--- src/design/tlip_pkg.sv ---
// constants and types shared by the two-level interrupt prioritizer
package tlip_pkg;

	// ==========================================================
	// source map
	localparam int NUM_SRC = 22;
	localparam int IDX_W = 5;
	localparam int MAIN_SRC_W = 6;
	localparam int EXT1_SRC_W = 8;
	localparam int UPPER_SRC_W = NUM_SRC - MAIN_SRC_W - EXT1_SRC_W;

	// ==========================================================
	// vector layout
	localparam logic [15:0] VEC_BASE = 16'h0003;
	localparam int VEC_SHIFT = 3;
	localparam int VEC_W = 16;

	// ==========================================================
	// register bus
	localparam int ADDR_W = 12;
	localparam int DATA_W = 32;
	localparam int REG_W = 8;
	localparam int WIDX_W = ADDR_W - 2;
	localparam logic [WIDX_W-1:0] IDX_ENABLE_MAIN = 10'h0a8;
	localparam logic [WIDX_W-1:0] IDX_PRIORITY_MAIN = 10'h0b8;
	localparam logic [WIDX_W-1:0] IDX_ENABLE_EXT1 = 10'he6;
	localparam logic [WIDX_W-1:0] IDX_STATUS = 10'h0f0;
	localparam logic [1:0] RESP_OKAY = 2'h0;
	localparam logic [1:0] RESP_SLVERR = 2'h2;

	// ==========================================================
	// fields and reset values
	localparam int GLOBAL_EN_BIT = 7;
	localparam int SPARE_FLAG_BIT = 6;
	localparam int ST_ISR_LO_BIT = 0;
	localparam int ST_ISR_HI_BIT = 1;
	localparam int ST_CALL_BIT = 2;
	localparam int ST_IDX_LSB = 3;
	localparam logic [7:0] ENABLE_MAIN_RST = 8'h00;
	localparam logic [5:0] PRIORITY_MAIN_RST = 6'h00;
	localparam logic [7:0] ENABLE_EXT1_RST = 8'h00;
	localparam logic [1:0] PRIORITY_UNUSED_RD = 2'h3;

	// ==========================================================
	// sequencer states, gray along idle-call and idle-hold
	typedef enum logic [1:0] {
		ST_IDLE = 2'h0,
		ST_CALL = 2'h1,
		ST_HOLD = 2'h2
	} tlip_state_t;

endpackage : tlip_pkg

--- src/design/tlip_arb_if.sv ---
// request and winner signals between the controller and its resolver
`timescale 1ns/1ps
`default_nettype none
interface tlip_arb_if;
	import tlip_pkg::*;
	logic [NUM_SRC-1:0] req;
	logic [NUM_SRC-1:0] high;
	logic found;
	logic win_high;
	logic [IDX_W-1:0] win_idx;

	modport resolver (input req, input high, output found, output win_high, output win_idx);
	modport client (output req, output high, input found, input win_high, input win_idx);
endinterface : tlip_arb_if
`default_nettype wire

--- src/design/tlip_resolver.sv ---
// combinational two-level fixed-order priority resolver
`timescale 1ns/1ps
`default_nettype none
module tlip_resolver (
	// request side
	tlip_arb_if.resolver arb
);
	import tlip_pkg::*;

	// ==========================================================
	// first-one chains per level
	logic [NUM_SRC:0] seen_hi;
	logic [NUM_SRC:0] seen_lo;
	logic [NUM_SRC-1:0] grant_hi;
	logic [NUM_SRC-1:0] grant_lo;
	logic [NUM_SRC-1:0] grant;
	logic [IDX_W-1:0] idx;

	assign seen_hi[0] = 1'b0;
	assign seen_lo[0] = 1'b0;

	genvar i;
	generate
		for (i = 0; i < NUM_SRC; i++) begin : g_chain
			wire req_hi = arb.req[i] & arb.high[i];
			wire req_lo = arb.req[i] & ~arb.high[i];
			assign grant_hi[i] = req_hi & ~seen_hi[i];
			assign grant_lo[i] = req_lo & ~seen_lo[i];
			assign seen_hi[i+1] = seen_hi[i] | req_hi;
			assign seen_lo[i+1] = seen_lo[i] | req_lo;
		end
	endgenerate

	// high level wins over low level
	assign grant = seen_hi[NUM_SRC] ? grant_hi : grant_lo;

	// ==========================================================
	// one-hot to index
	always_comb begin
		idx = '0;
		for (int k = 0; k < NUM_SRC; k++) begin
			if (grant[k]) begin
				idx = IDX_W'(k);
			end
		end
	end

	assign arb.win_idx = idx;
	assign arb.win_high = seen_hi[NUM_SRC];
	assign arb.found = seen_hi[NUM_SRC] | seen_lo[NUM_SRC];

endmodule : tlip_resolver
`default_nettype wire

--- src/design/tlip_top.sv ---
// two-level interrupt prioritizer with register slave and core call port
//
// Summary of operation
// - each of the six main sources has one priority bit choosing low or high level; all other sources are always low.
// - high request preempts low routine; high routine is never preempted.
// - all priority bits reset to zero, so every source starts low.
// - high level beats low; equal level resolved by lowest source index.
// - 22 sources ranked 0..21; vector is 0x0003 plus eight times index.
// - pending requests are sampled and decoded in every clock cycle with CLK_EN high.
// - one detect cycle, then the core needs four cycles for the call.
// - after a return, one more instruction runs before the next call.
// - worst unblocked response is 18 cycles including return and divide.
// - equal or lower level waits for return plus next instruction.
// - global enable bit 7 low blocks all; high lets each enable act.
// - enable bit 6 is a spare software flag without effect.
// - main enable register holds six source enables in bits 5..0.
// - main priority register holds six level bits in same order.
// - top two priority bits read as ones and ignore writes.
// - extended enable register holds eight more source enables.
// - flag still set after return re-requests after next instruction.
//
// Register access over AXI4-Lite is this design's own decision.
`timescale 1ns/1ps
`default_nettype none
module tlip_top (
	// clock, reset, enable
	input wire logic REF_CLK,
	input wire logic RESET_N,
	input wire logic CLK_EN,
	// register bus write address
	input wire logic S_AXI_AWVALID,
	output logic S_AXI_AWREADY,
	input wire logic [tlip_pkg::ADDR_W-1:0] S_AXI_AWADDR,
	// register bus write data
	input wire logic S_AXI_WVALID,
	output logic S_AXI_WREADY,
	input wire logic [tlip_pkg::DATA_W-1:0] S_AXI_WDATA,
	input wire logic [3:0] S_AXI_WSTRB,
	// register bus write response
	output logic S_AXI_BVALID,
	input wire logic S_AXI_BREADY,
	output logic [1:0] S_AXI_BRESP,
	// register bus read address
	input wire logic S_AXI_ARVALID,
	output logic S_AXI_ARREADY,
	input wire logic [tlip_pkg::ADDR_W-1:0] S_AXI_ARADDR,
	// register bus read data
	output logic S_AXI_RVALID,
	input wire logic S_AXI_RREADY,
	output logic [tlip_pkg::DATA_W-1:0] S_AXI_RDATA,
	output logic [1:0] S_AXI_RRESP,
	// peripheral pending flags
	input wire logic [tlip_pkg::NUM_SRC-1:0] IRQ_PENDING,
	// core sequencer
	output logic CALL_REQ,
	output logic [tlip_pkg::VEC_W-1:0] CALL_VECTOR,
	input wire logic CALL_ACK,
	input wire logic RETI_DONE,
	input wire logic INSTR_DONE
);
	import tlip_pkg::*;

	// ==========================================================
	// declarations
	logic [REG_W-1:0] ie_main_r;
	logic [REG_W-1:0] ie_main_nxt;
	logic [MAIN_SRC_W-1:0] ip_main_r;
	logic [MAIN_SRC_W-1:0] ip_main_nxt;
	logic [REG_W-1:0] ie_ext1_r;
	logic [REG_W-1:0] ie_ext1_nxt;

	tlip_state_t state_r;
	tlip_state_t state_nxt;
	logic isr_lo_r;
	logic isr_lo_nxt;
	logic isr_hi_r;
	logic isr_hi_nxt;
	logic call_high_r;
	logic call_high_nxt;
	logic [IDX_W-1:0] call_idx_r;
	logic [IDX_W-1:0] call_idx_nxt;
	logic [VEC_W-1:0] call_vec_r;
	logic [VEC_W-1:0] call_vec_nxt;

	logic aw_held_r;
	logic [WIDX_W-1:0] aw_idx_r;
	logic w_held_r;
	logic [REG_W-1:0] w_data_r;
	logic w_lane0_r;
	logic bvalid_r;
	logic [1:0] bresp_r;
	logic rvalid_r;
	logic [REG_W-1:0] rdata_r;
	logic [1:0] rresp_r;

	tlip_arb_if arb ();

	// ==========================================================
	// source gating
	wire global_en = ie_main_r[GLOBAL_EN_BIT];
	wire [UPPER_SRC_W-1:0] upper_en = '0;
	wire [NUM_SRC-1:0] src_en = {upper_en, ie_ext1_r, ie_main_r[MAIN_SRC_W-1:0]};
	wire [NUM_SRC-1:0] src_gated = IRQ_PENDING & src_en & {NUM_SRC{global_en}};
	wire [NUM_SRC-MAIN_SRC_W-1:0] upper_low = '0;

	assign arb.req = src_gated;
	assign arb.high = {upper_low, ip_main_r};

	tlip_resolver u_resolver (
		.arb(arb.resolver)
	);

	// ==========================================================
	// preemption and vector
	wire win_hi_ok = arb.win_high & ~isr_hi_r;
	wire win_lo_ok = ~arb.win_high & ~isr_hi_r & ~isr_lo_r;
	wire eligible = arb.found & (win_hi_ok | win_lo_ok);
	wire [VEC_W-1:0] win_offset = VEC_W'({arb.win_idx, {VEC_SHIFT{1'b0}}});
	wire [VEC_W-1:0] win_vector = VEC_BASE + win_offset;

	// ==========================================================
	// call sequencer
	always_comb begin
		state_nxt = state_r;
		call_high_nxt = call_high_r;
		call_idx_nxt = call_idx_r;
		call_vec_nxt = call_vec_r;
		unique case (state_r)
			ST_IDLE: begin
				if (RETI_DONE) begin
					state_nxt = ST_HOLD;
				end else if (eligible) begin
					state_nxt = ST_CALL;
					call_high_nxt = arb.win_high;
					call_idx_nxt = arb.win_idx;
					call_vec_nxt = win_vector;
				end
			end
			ST_CALL: begin
				if (CALL_ACK) begin
					state_nxt = ST_IDLE;
				end
			end
			ST_HOLD: begin
				if (INSTR_DONE && eligible) begin
					state_nxt = ST_CALL;
					call_high_nxt = arb.win_high;
					call_idx_nxt = arb.win_idx;
					call_vec_nxt = win_vector;
				end else if (INSTR_DONE) begin
					state_nxt = ST_IDLE;
				end
			end
			default: begin
				state_nxt = ST_IDLE;
			end
		endcase
	end

	// ==========================================================
	// in-service tracking, set wins over clear
	wire take_call = (state_r == ST_CALL) & CALL_ACK;
	wire clr_hi = RETI_DONE & isr_hi_r;
	wire clr_lo = RETI_DONE & ~isr_hi_r;

	always_comb begin
		isr_hi_nxt = isr_hi_r & ~clr_hi;
		isr_lo_nxt = isr_lo_r & ~clr_lo;
		if (take_call && call_high_r) begin
			isr_hi_nxt = 1'b1;
		end
		if (take_call && !call_high_r) begin
			isr_lo_nxt = 1'b1;
		end
	end

	always_ff @(posedge REF_CLK or negedge RESET_N) begin
		if (!RESET_N) begin
			state_r <= ST_IDLE;
			isr_lo_r <= 1'b0;
			isr_hi_r <= 1'b0;
			call_high_r <= 1'b0;
			call_idx_r <= '0;
			call_vec_r <= '0;
		end else if (CLK_EN) begin
			state_r <= state_nxt;
			isr_lo_r <= isr_lo_nxt;
			isr_hi_r <= isr_hi_nxt;
			call_high_r <= call_high_nxt;
			call_idx_r <= call_idx_nxt;
			call_vec_r <= call_vec_nxt;
		end
	end

	assign CALL_REQ = (state_r == ST_CALL);
	assign CALL_VECTOR = call_vec_r;

	// ==========================================================
	// bus write channel
	wire aw_take = S_AXI_AWVALID & S_AXI_AWREADY;
	wire w_take = S_AXI_WVALID & S_AXI_WREADY;
	wire do_write = aw_held_r & w_held_r & ~bvalid_r & CLK_EN;
	wire wr_en_main = (aw_idx_r == IDX_ENABLE_MAIN);
	wire wr_pr_main = (aw_idx_r == IDX_PRIORITY_MAIN);
	wire wr_en_ext1 = (aw_idx_r == IDX_ENABLE_EXT1);
	wire wr_status = (aw_idx_r == IDX_STATUS);
	wire wr_mapped = wr_en_main | wr_pr_main | wr_en_ext1 | wr_status;
	wire wr_store = do_write & w_lane0_r;

	assign S_AXI_AWREADY = ~aw_held_r & ~bvalid_r & CLK_EN;
	assign S_AXI_WREADY = ~w_held_r & ~bvalid_r & CLK_EN;
	assign S_AXI_BVALID = bvalid_r;
	assign S_AXI_BRESP = bresp_r;

	always_ff @(posedge REF_CLK or negedge RESET_N) begin
		if (!RESET_N) begin
			aw_held_r <= 1'b0;
			aw_idx_r <= '0;
			w_held_r <= 1'b0;
			w_data_r <= '0;
			w_lane0_r <= 1'b0;
		end else if (CLK_EN) begin
			if (aw_take) begin
				aw_held_r <= 1'b1;
				aw_idx_r <= S_AXI_AWADDR[ADDR_W-1:2];
			end else if (do_write) begin
				aw_held_r <= 1'b0;
			end
			if (w_take) begin
				w_held_r <= 1'b1;
				w_data_r <= S_AXI_WDATA[REG_W-1:0];
				w_lane0_r <= S_AXI_WSTRB[0];
			end else if (do_write) begin
				w_held_r <= 1'b0;
			end
		end
	end

	always_ff @(posedge REF_CLK or negedge RESET_N) begin
		if (!RESET_N) begin
			bvalid_r <= 1'b0;
			bresp_r <= RESP_OKAY;
		end else if (CLK_EN) begin
			if (do_write) begin
				bvalid_r <= 1'b1;
				bresp_r <= wr_mapped ? RESP_OKAY : RESP_SLVERR;
			end else if (S_AXI_BREADY) begin
				bvalid_r <= 1'b0;
			end
		end
	end

	// ==========================================================
	// configuration registers
	always_comb begin
		ie_main_nxt = ie_main_r;
		ip_main_nxt = ip_main_r;
		ie_ext1_nxt = ie_ext1_r;
		if (wr_store && wr_en_main) begin
			ie_main_nxt = w_data_r;
		end
		if (wr_store && wr_pr_main) begin
			ip_main_nxt = w_data_r[MAIN_SRC_W-1:0];
		end
		if (wr_store && wr_en_ext1) begin
			ie_ext1_nxt = w_data_r;
		end
	end

	always_ff @(posedge REF_CLK or negedge RESET_N) begin
		if (!RESET_N) begin
			ie_main_r <= ENABLE_MAIN_RST;
			ip_main_r <= PRIORITY_MAIN_RST;
			ie_ext1_r <= ENABLE_EXT1_RST;
		end else if (CLK_EN) begin
			ie_main_r <= ie_main_nxt;
			ip_main_r <= ip_main_nxt;
			ie_ext1_r <= ie_ext1_nxt;
		end
	end

	// ==========================================================
	// bus read channel
	wire ar_take = S_AXI_ARVALID & S_AXI_ARREADY;
	wire [WIDX_W-1:0] rd_idx = S_AXI_ARADDR[ADDR_W-1:2];
	wire rd_en_main = (rd_idx == IDX_ENABLE_MAIN);
	wire rd_pr_main = (rd_idx == IDX_PRIORITY_MAIN);
	wire rd_en_ext1 = (rd_idx == IDX_ENABLE_EXT1);
	wire rd_status = (rd_idx == IDX_STATUS);
	wire rd_mapped = rd_en_main | rd_pr_main | rd_en_ext1 | rd_status;
	wire [REG_W-1:0] pr_main_view = {PRIORITY_UNUSED_RD, ip_main_r};

	logic [REG_W-1:0] status_view;
	always_comb begin
		status_view = '0;
		status_view[ST_ISR_LO_BIT] = isr_lo_r;
		status_view[ST_ISR_HI_BIT] = isr_hi_r;
		status_view[ST_CALL_BIT] = CALL_REQ;
		status_view[ST_IDX_LSB +: IDX_W] = call_idx_r;
	end

	wire [REG_W-1:0] rd_value = ({REG_W{rd_en_main}} & ie_main_r)
		| ({REG_W{rd_pr_main}} & pr_main_view)
		| ({REG_W{rd_en_ext1}} & ie_ext1_r)
		| ({REG_W{rd_status}} & status_view);

	assign S_AXI_ARREADY = ~rvalid_r & CLK_EN;
	assign S_AXI_RVALID = rvalid_r;
	assign S_AXI_RRESP = rresp_r;
	assign S_AXI_RDATA = {{(DATA_W-REG_W){1'b0}}, rdata_r};

	always_ff @(posedge REF_CLK or negedge RESET_N) begin
		if (!RESET_N) begin
			rvalid_r <= 1'b0;
			rdata_r <= '0;
			rresp_r <= RESP_OKAY;
		end else if (CLK_EN) begin
			if (ar_take) begin
				rvalid_r <= 1'b1;
				rdata_r <= rd_value;
				rresp_r <= rd_mapped ? RESP_OKAY : RESP_SLVERR;
			end else if (S_AXI_RREADY) begin
				rvalid_r <= 1'b0;
			end
		end
	end

endmodule : tlip_top
`default_nettype wire
--- config.mk ---
export PLATFORM = sky130hd
export DESIGN_NAME = tlip_top
export DESIGN_NICKNAME = d
export VERILOG_FILES = /design/src/design/tlip_pkg.sv /design/src/design/tlip_arb_if.sv /design/src/design/tlip_resolver.sv /design/src/design/tlip_top.sv
export SDC_FILE = /design/constraint.sdc
export NUM_CORES = 1
export LEC_CHECK = 0
export BUFFER_PORTS_ARGS = -buffer_cell sky130_fd_sc_hd__buf_2
export CORE_MARGIN = 2
export CORE_UTILIZATION = 52
export DETAILED_ROUTE_END_ITERATION = 8
export PLACE_DENSITY = 0.95
export SYNTH_ARGS = -nofsm -noshare
export SYNTH_HDL_FRONTEND = slang
export SYNTH_SLANG_ARGS = --single-unit
export TNS_END_PERCENT = 30
--- constraint.sdc ---
create_clock -name REF_CLK -period 4 [get_ports REF_CLK]
set_clock_uncertainty 0.15 [all_clocks]
set_input_delay 0 -clock REF_CLK [delete_from_list [all_inputs] [get_ports REF_CLK]]
set_output_delay 0 -clock REF_CLK [all_outputs]
set_load 0.02 [all_outputs]
# [Yosys cells after proc, flatten, opt, wreduce, memory -nomap -nowiden]
# Index checks and enable logic that the tools add are counted.
[word_totals] elab_cells=256 input_bits=93 output_inout_bits=58 register_bits=83
[classes] eq_ne=16 n_mux=51 add_sub_neg=1 reduce_logical=26 n_bitwise=143
[op_table] operator="two-way mux 5 bit" n=23
[op_table] operator="== test 10 x 8 -> 1 bit, second input constant" n=8
[op_table] operator="AND 1 bit" n=59
[op_table] operator="two-way mux 16 bit" n=3
[op_table] operator="inverter 1 bit" n=41
[op_table] operator="bitwise OR 1 bit" n=34
[op_table] operator="AND 8 bit" n=4
[op_table] operator="case mux 16 bit (2 select lines)" n=1
[op_table] operator="bitwise OR 8 bit" n=3
[op_table] operator="AND 22 x 14 -> 22 bit" n=1
[op_table] operator="AND 22 bit" n=1
[op_table] operator="two-way mux 22 bit" n=1
[op_table] operator="AND reduction 2 bit" n=11
[op_table] operator="two-way mux 2 bit" n=7
[op_table] operator="two-way mux 1 bit" n=13
[op_table] operator="case mux 5 bit (2 select lines)" n=1
[op_table] operator="nonzero test 2 bit" n=5
[op_table] operator="adder 2 x 8 -> 9 bit, first input constant" n=1
[op_table] operator="logical AND 1 bit" n=6
[op_table] operator="!= test 2 bit, second input constant" n=3
[op_table] operator="!= test 3 bit, second input constant" n=2
[op_table] operator="case mux 2 bit (3 select lines)" n=1
[op_table] operator="AND reduction 5 bit" n=1
[op_table] operator="AND reduction 4 bit" n=1
[op_table] operator="6 further kinds" n=6

# [Longest topological paths before layout]
[logic_depth] word_depth=51 ltp_mapped=8 depth_no_buf=6

# [Hierarchy]
# From an unflattened synthesis, not the netlist that was laid out.
[unflattened] cells_unflattened=452 hier_area_um2=4281.6
[by_module_without_submodules] mod="tlip_top" area_per_inst_um2=3329.4 cells_per_inst=292 n_inst=1 seq_area_each_um2=1651.6
[by_module_without_submodules] mod="tlip_resolver" area_per_inst_um2=952.2 cells_per_inst=160 n_inst=1 seq_area_each_um2=0.0

# [Worst setup path after synthesis]
# OpenSTA, ideal clock, no wires.
[synth_path] kind="reg-to-reg" startpoint="reg bvalid_r, in the netlist S_AXI_BVALID" endpoint="reg ie_main_r[0]" setup_ns=0.127 synth_period_minus_slack_ns=2.123 arrival_ns=1.846 stages_incl_launch_ff=9 setup_slack_ns=1.877 t_required_ns=3.723 n_path_buf=2 cell_sequence="dfrtp_1 nor2b_2 and3_1 buf_2 nand3_1 nor4_2 nor2b_1 buf_4 mux2_1"
[synth_via] elab_chain_cells=6
[synth_rtl] item="from (decl)" line="tlip_top.sv:90" rtl="logic bvalid_r;"
[synth_rtl] item="from (signal assigned)" line="tlip_top.sv:241" rtl="bvalid_r <= 1'b0;"
[synth_rtl] item="from (signal assigned)" line="tlip_top.sv:245" rtl="bvalid_r <= 1'b1;"
[synth_rtl] item="from (signal assigned)" line="tlip_top.sv:248" rtl="bvalid_r <= 1'b0;"
[synth_rtl] item="inverter 1 bit" line="tlip_top.sv:202" rtl="wire do_write = aw_held_r & w_held_r & ~bvalid_r & CLK_EN;"
[synth_rtl] item="AND 1 bit (2 in a row)" line="tlip_top.sv:202"
[synth_rtl] item="AND 1 bit" line="tlip_top.sv:208" rtl="wire wr_store = do_write & w_lane0_r;"
[synth_rtl] item="logical AND 1 bit" line="tlip_top.sv:259" rtl="if (wr_store && wr_en_main) begin"
[synth_rtl] item="AND reduction 2 bit (no line)"
[synth_rtl] item="to (signal assigned)" line="tlip_top.sv:276" rtl="ie_main_r <= ie_main_nxt;"
[synth_rtl] item="to (decl)" line="tlip_top.sv:65" rtl="logic [REG_W-1:0] ie_main_r;"
# No other way between the ends.
# A chain may end at the register's enable or synchronous reset.

# [Worst setup path after layout]
[layout_path] startpoint="in CLK_EN" endpoint="reg ie_main_r[5]"
[layout_via] elab_chain_cells=4
[layout_rtl] item="from (decl)" line="tlip_top.sv:29" rtl="input wire logic CLK_EN,"
[layout_rtl] item="AND 1 bit" line="tlip_top.sv:202"
[layout_rtl] item="AND 1 bit" line="tlip_top.sv:208"
[layout_rtl] item="logical AND 1 bit" line="tlip_top.sv:259"
[layout_rtl] item="AND reduction 2 bit (no line) *"
# Every way passes the cells marked *; elsewhere a longest branch is shown, timed or not.

==> flow_metrics.tcl <==
set metrics [dict create \
    status "finished clean" \
    clk_pin_slew_ps 70 \
    core_um2 6680 \
    ys_seq_area_share_pct 45.9 \
    antenna_left 0 \
    gr-usage-all-layers_pct 22.7 \
    routabilityCongestion 0.890 \
    dr.pass1.iters 7 \
    die_x_um 86.6 \
    grt_pass1_vias 2826 \
    worstPathCellList "dlygate4sd3_1, buf_2, nor2b_2, and3_1, nand3_1, nor4_2, nor2b_1, mux2_1" \
    grt_overflow_total 0 \
    crit_start "CLK_EN" \
    cpPeakStageDelay_ps 690 \
    initial_utilization_pct 53.1 \
    grt_pass1_wl_mm 13.1 \
    rows 30 \
    totalPowerFinal_mw 1.74 \
    hold_class "primary input to register" \
    max-vdd-ir-drop_mv 0.332 \
    crit_arrival_ps 2680 \
    vias 2849 \
    worstHoldStart "S_AXI_ARADDR[3]" \
    hold_viol 0 \
    synthDistinctLibCells 61 \
    io_pins 151 \
    async_flop_share_pct 100 \
    final_common_cell "buf_2" \
    rsz0062_at_grt "false" \
    cp-end-kind "register" \
    cap_viol_max_count 0 \
    viasPerCell 5.50 \
    fp.dieArea_um2 7500 \
    fin_crit_sh_pct 64.9 \
    wire_per_inst_um 15.8 \
    tns_ps 0 \
    die_h_um 86.6 \
    antenna_found_initial 0 \
    drv_slew 0 \
    finalSetupViolCount 0 \
    critPathLaunchType "primary input" \
    cp_slowest_cell "nor2b_1" \
    drive_above_1_share_pct 35.4 \
    n_antenna_cell 0 \
    synth_flop_cell "dfrtp_1" \
    cts_buffers 9 \
    portBuffers 75 \
    grt_max_degree 66 \
    netlist_instances 322 \
    dr.first_iter.drc_count 186 \
    setup.worst_path.class "primary input to register" \
    r2r_start "aw_idx_r[0]" \
    p_per_area_nw_per_um2 401 \
    syn_avg_cell_area_um2 11.0 \
    cts_tree "yes" \
    worstMarginPinSlew_ps 812 \
    layout.nets 526 \
    worstPathMaxFanout 11 \
    cts_setup_buffers 0 \
    drc_errors 0 \
    clock_path_buffers 2 \
    final_cell_mix "buf_2 (75), dfrtp_1 (65), mux2_2 (43)" \
    cts-root-buf "clkbuf_8" \
    cp_data_required_time_ps 4080 \
    wl_mm 8.16 \
    syn_to_final_growth_pct 22.5 \
    yosys_warnings 0 \
    synth_area_um2 3550 \
    clkSinkCount 65 \
    synth_edf_count 0 \
    h-tree-depth 3 \
    insertion_delay_ps 350 \
    slew_headroom_pct 45.8 \
    crit_family "simple AND/OR/NAND/NOR gates" \
    detailed_place_hpwl_mm 5.58 \
    ys_ff_latch 65 \
    max_freq_mhz 385 \
    p_leak_nw 2.12 \
    critPathBufInv 2 \
    fin_crit_ps 2600 \
]
-- cell families (layout without fill, tap and decap cells) --
kind of cell / count (synthesis) / after routing / share of synthesized area (%)
other cells: 1 / 36 / 0.106
flops: 65 / 65 / 45.9
mux: 51 / 51 / 16.2
simple gates: 99 / 99 / 15.9
compound gates: 59 / 59 / 12.5
buf+inv: 47 / 128 / 9.39
-- final cells by class --
cell class | count | area, um^2
clock inverters | 6 | 45.0
inverters | 2 | 7.51
well taps | 80 | 100
fillers | 516 | 2340
repair buffers | 110 | 721
multi-input cells | 245 | 1720
clock buffers | 10 | 128
flip-flops and latches | 65 | 1630
-- synth_stat cells, drive strengths merged, types with 4 or more instances --
| cell | count | area [um^2] |
|---|---|---|
| nand4 | 8 | 65.1 |
| and4b | 4 | 41.3 |
| and2 | 4 | 28.8 |
| a21oi | 8 | 51.3 |
| mux2 | 51 | 574 |
| nand2 | 41 | 154 |
| nor2 | 12 | 45.0 |
| a22o | 5 | 45.0 |
| o31ai | 5 | 37.5 |
| nor2b | 4 | 27.5 |
| nand2b | 5 | 31.3 |
| dfrtp | 65 | 1630 |
| buf | 42 | 314 |
| nor4 | 4 | 52.6 |
| nand3 | 7 | 35.0 |
| o21ai | 16 | 91.3 |
-- sequential cells by signal, indices dropped and copies added (netlist names) --
name / flops
isr_hi_r: 1
CALL_VECTOR: 2
ie_main_r: 8
S_AXI_RRESP: 1
aw_held_r: 1
ie_ext1_r: 8
rdata_r: 8
aw_idx_r: 10
isr_lo_r: 1
call_idx_r: 3
ip_main_r: 6
S_AXI_BRESP: 1
w_lane0_r: 1
S_AXI_BVALID: 1
w_held_r: 1
call_high_r: 1
state_r: 2
w_data_r: 8
S_AXI_RVALID: 1
-- metrics by stage --
| stage | cell area [um^2] | worst slack (ps) | util [%] | instances | hold WS [ps] |
|---|---|---|---|---|---|
| final | 4350 | 1400 | 65.0 | 518 | 28.4 |
| after floorplan | 3680 | 1880 | - | 357 | -446 |
| after CTS | 4350 | 1340 | 65.0 | 518 | 22.9 |
| after detailed placement | 3840 | 1360 | 57.5 | 469 | 75.3 |
| after global placement | 3840 | 1470 | 57.5 | 469 | 58.2 |
| after global routing | 4350 | 1160 | 65.0 | 518 | 64.1 |
-- worst min-delay path, cell delays in order --
cell and delay, ps:
buf_2 100, nand2_1 100, nor4_4 80, a21oi_1 130, o21ai_0 70
-- worst paths after layout --
kind | endpoint | slack (ps) | cells past startpoint
min reg2reg | rdata_r[7] | 330 | 2
max reg2reg | ie_main_r[5] | 1400 | 5
max in group asynchronous | rdata_r[5] | 2970 | 3
max | ie_main_r[5] | 1400 | 8
min | rdata_r[3] | 30 | 5
min in group asynchronous | w_data_r[7] | 200 | 3
-- what timing repair did --
item                      in CTS  in global routing
hold endpoints to repair      91                  0
hold buffers                  33                  0
gates resized for setup        0                  0
-- layer usage --
layer / share of wire (%) / track usage (%)
met1: 41 / 27.9
met2: 50 / 38.5
met3: 6.9 / 6.29
met4: 2.3 / 8.38
met5: 0 / 0
-- where the power goes --
part	switching [mW]	leakage, nW	internal (mW)
registers	0.113	0.852	0.781
logic	0.175	1.19	0.178
clock network	0.269	0.0785	0.225
No activity file was read; power rests on OpenSTA's default activity.
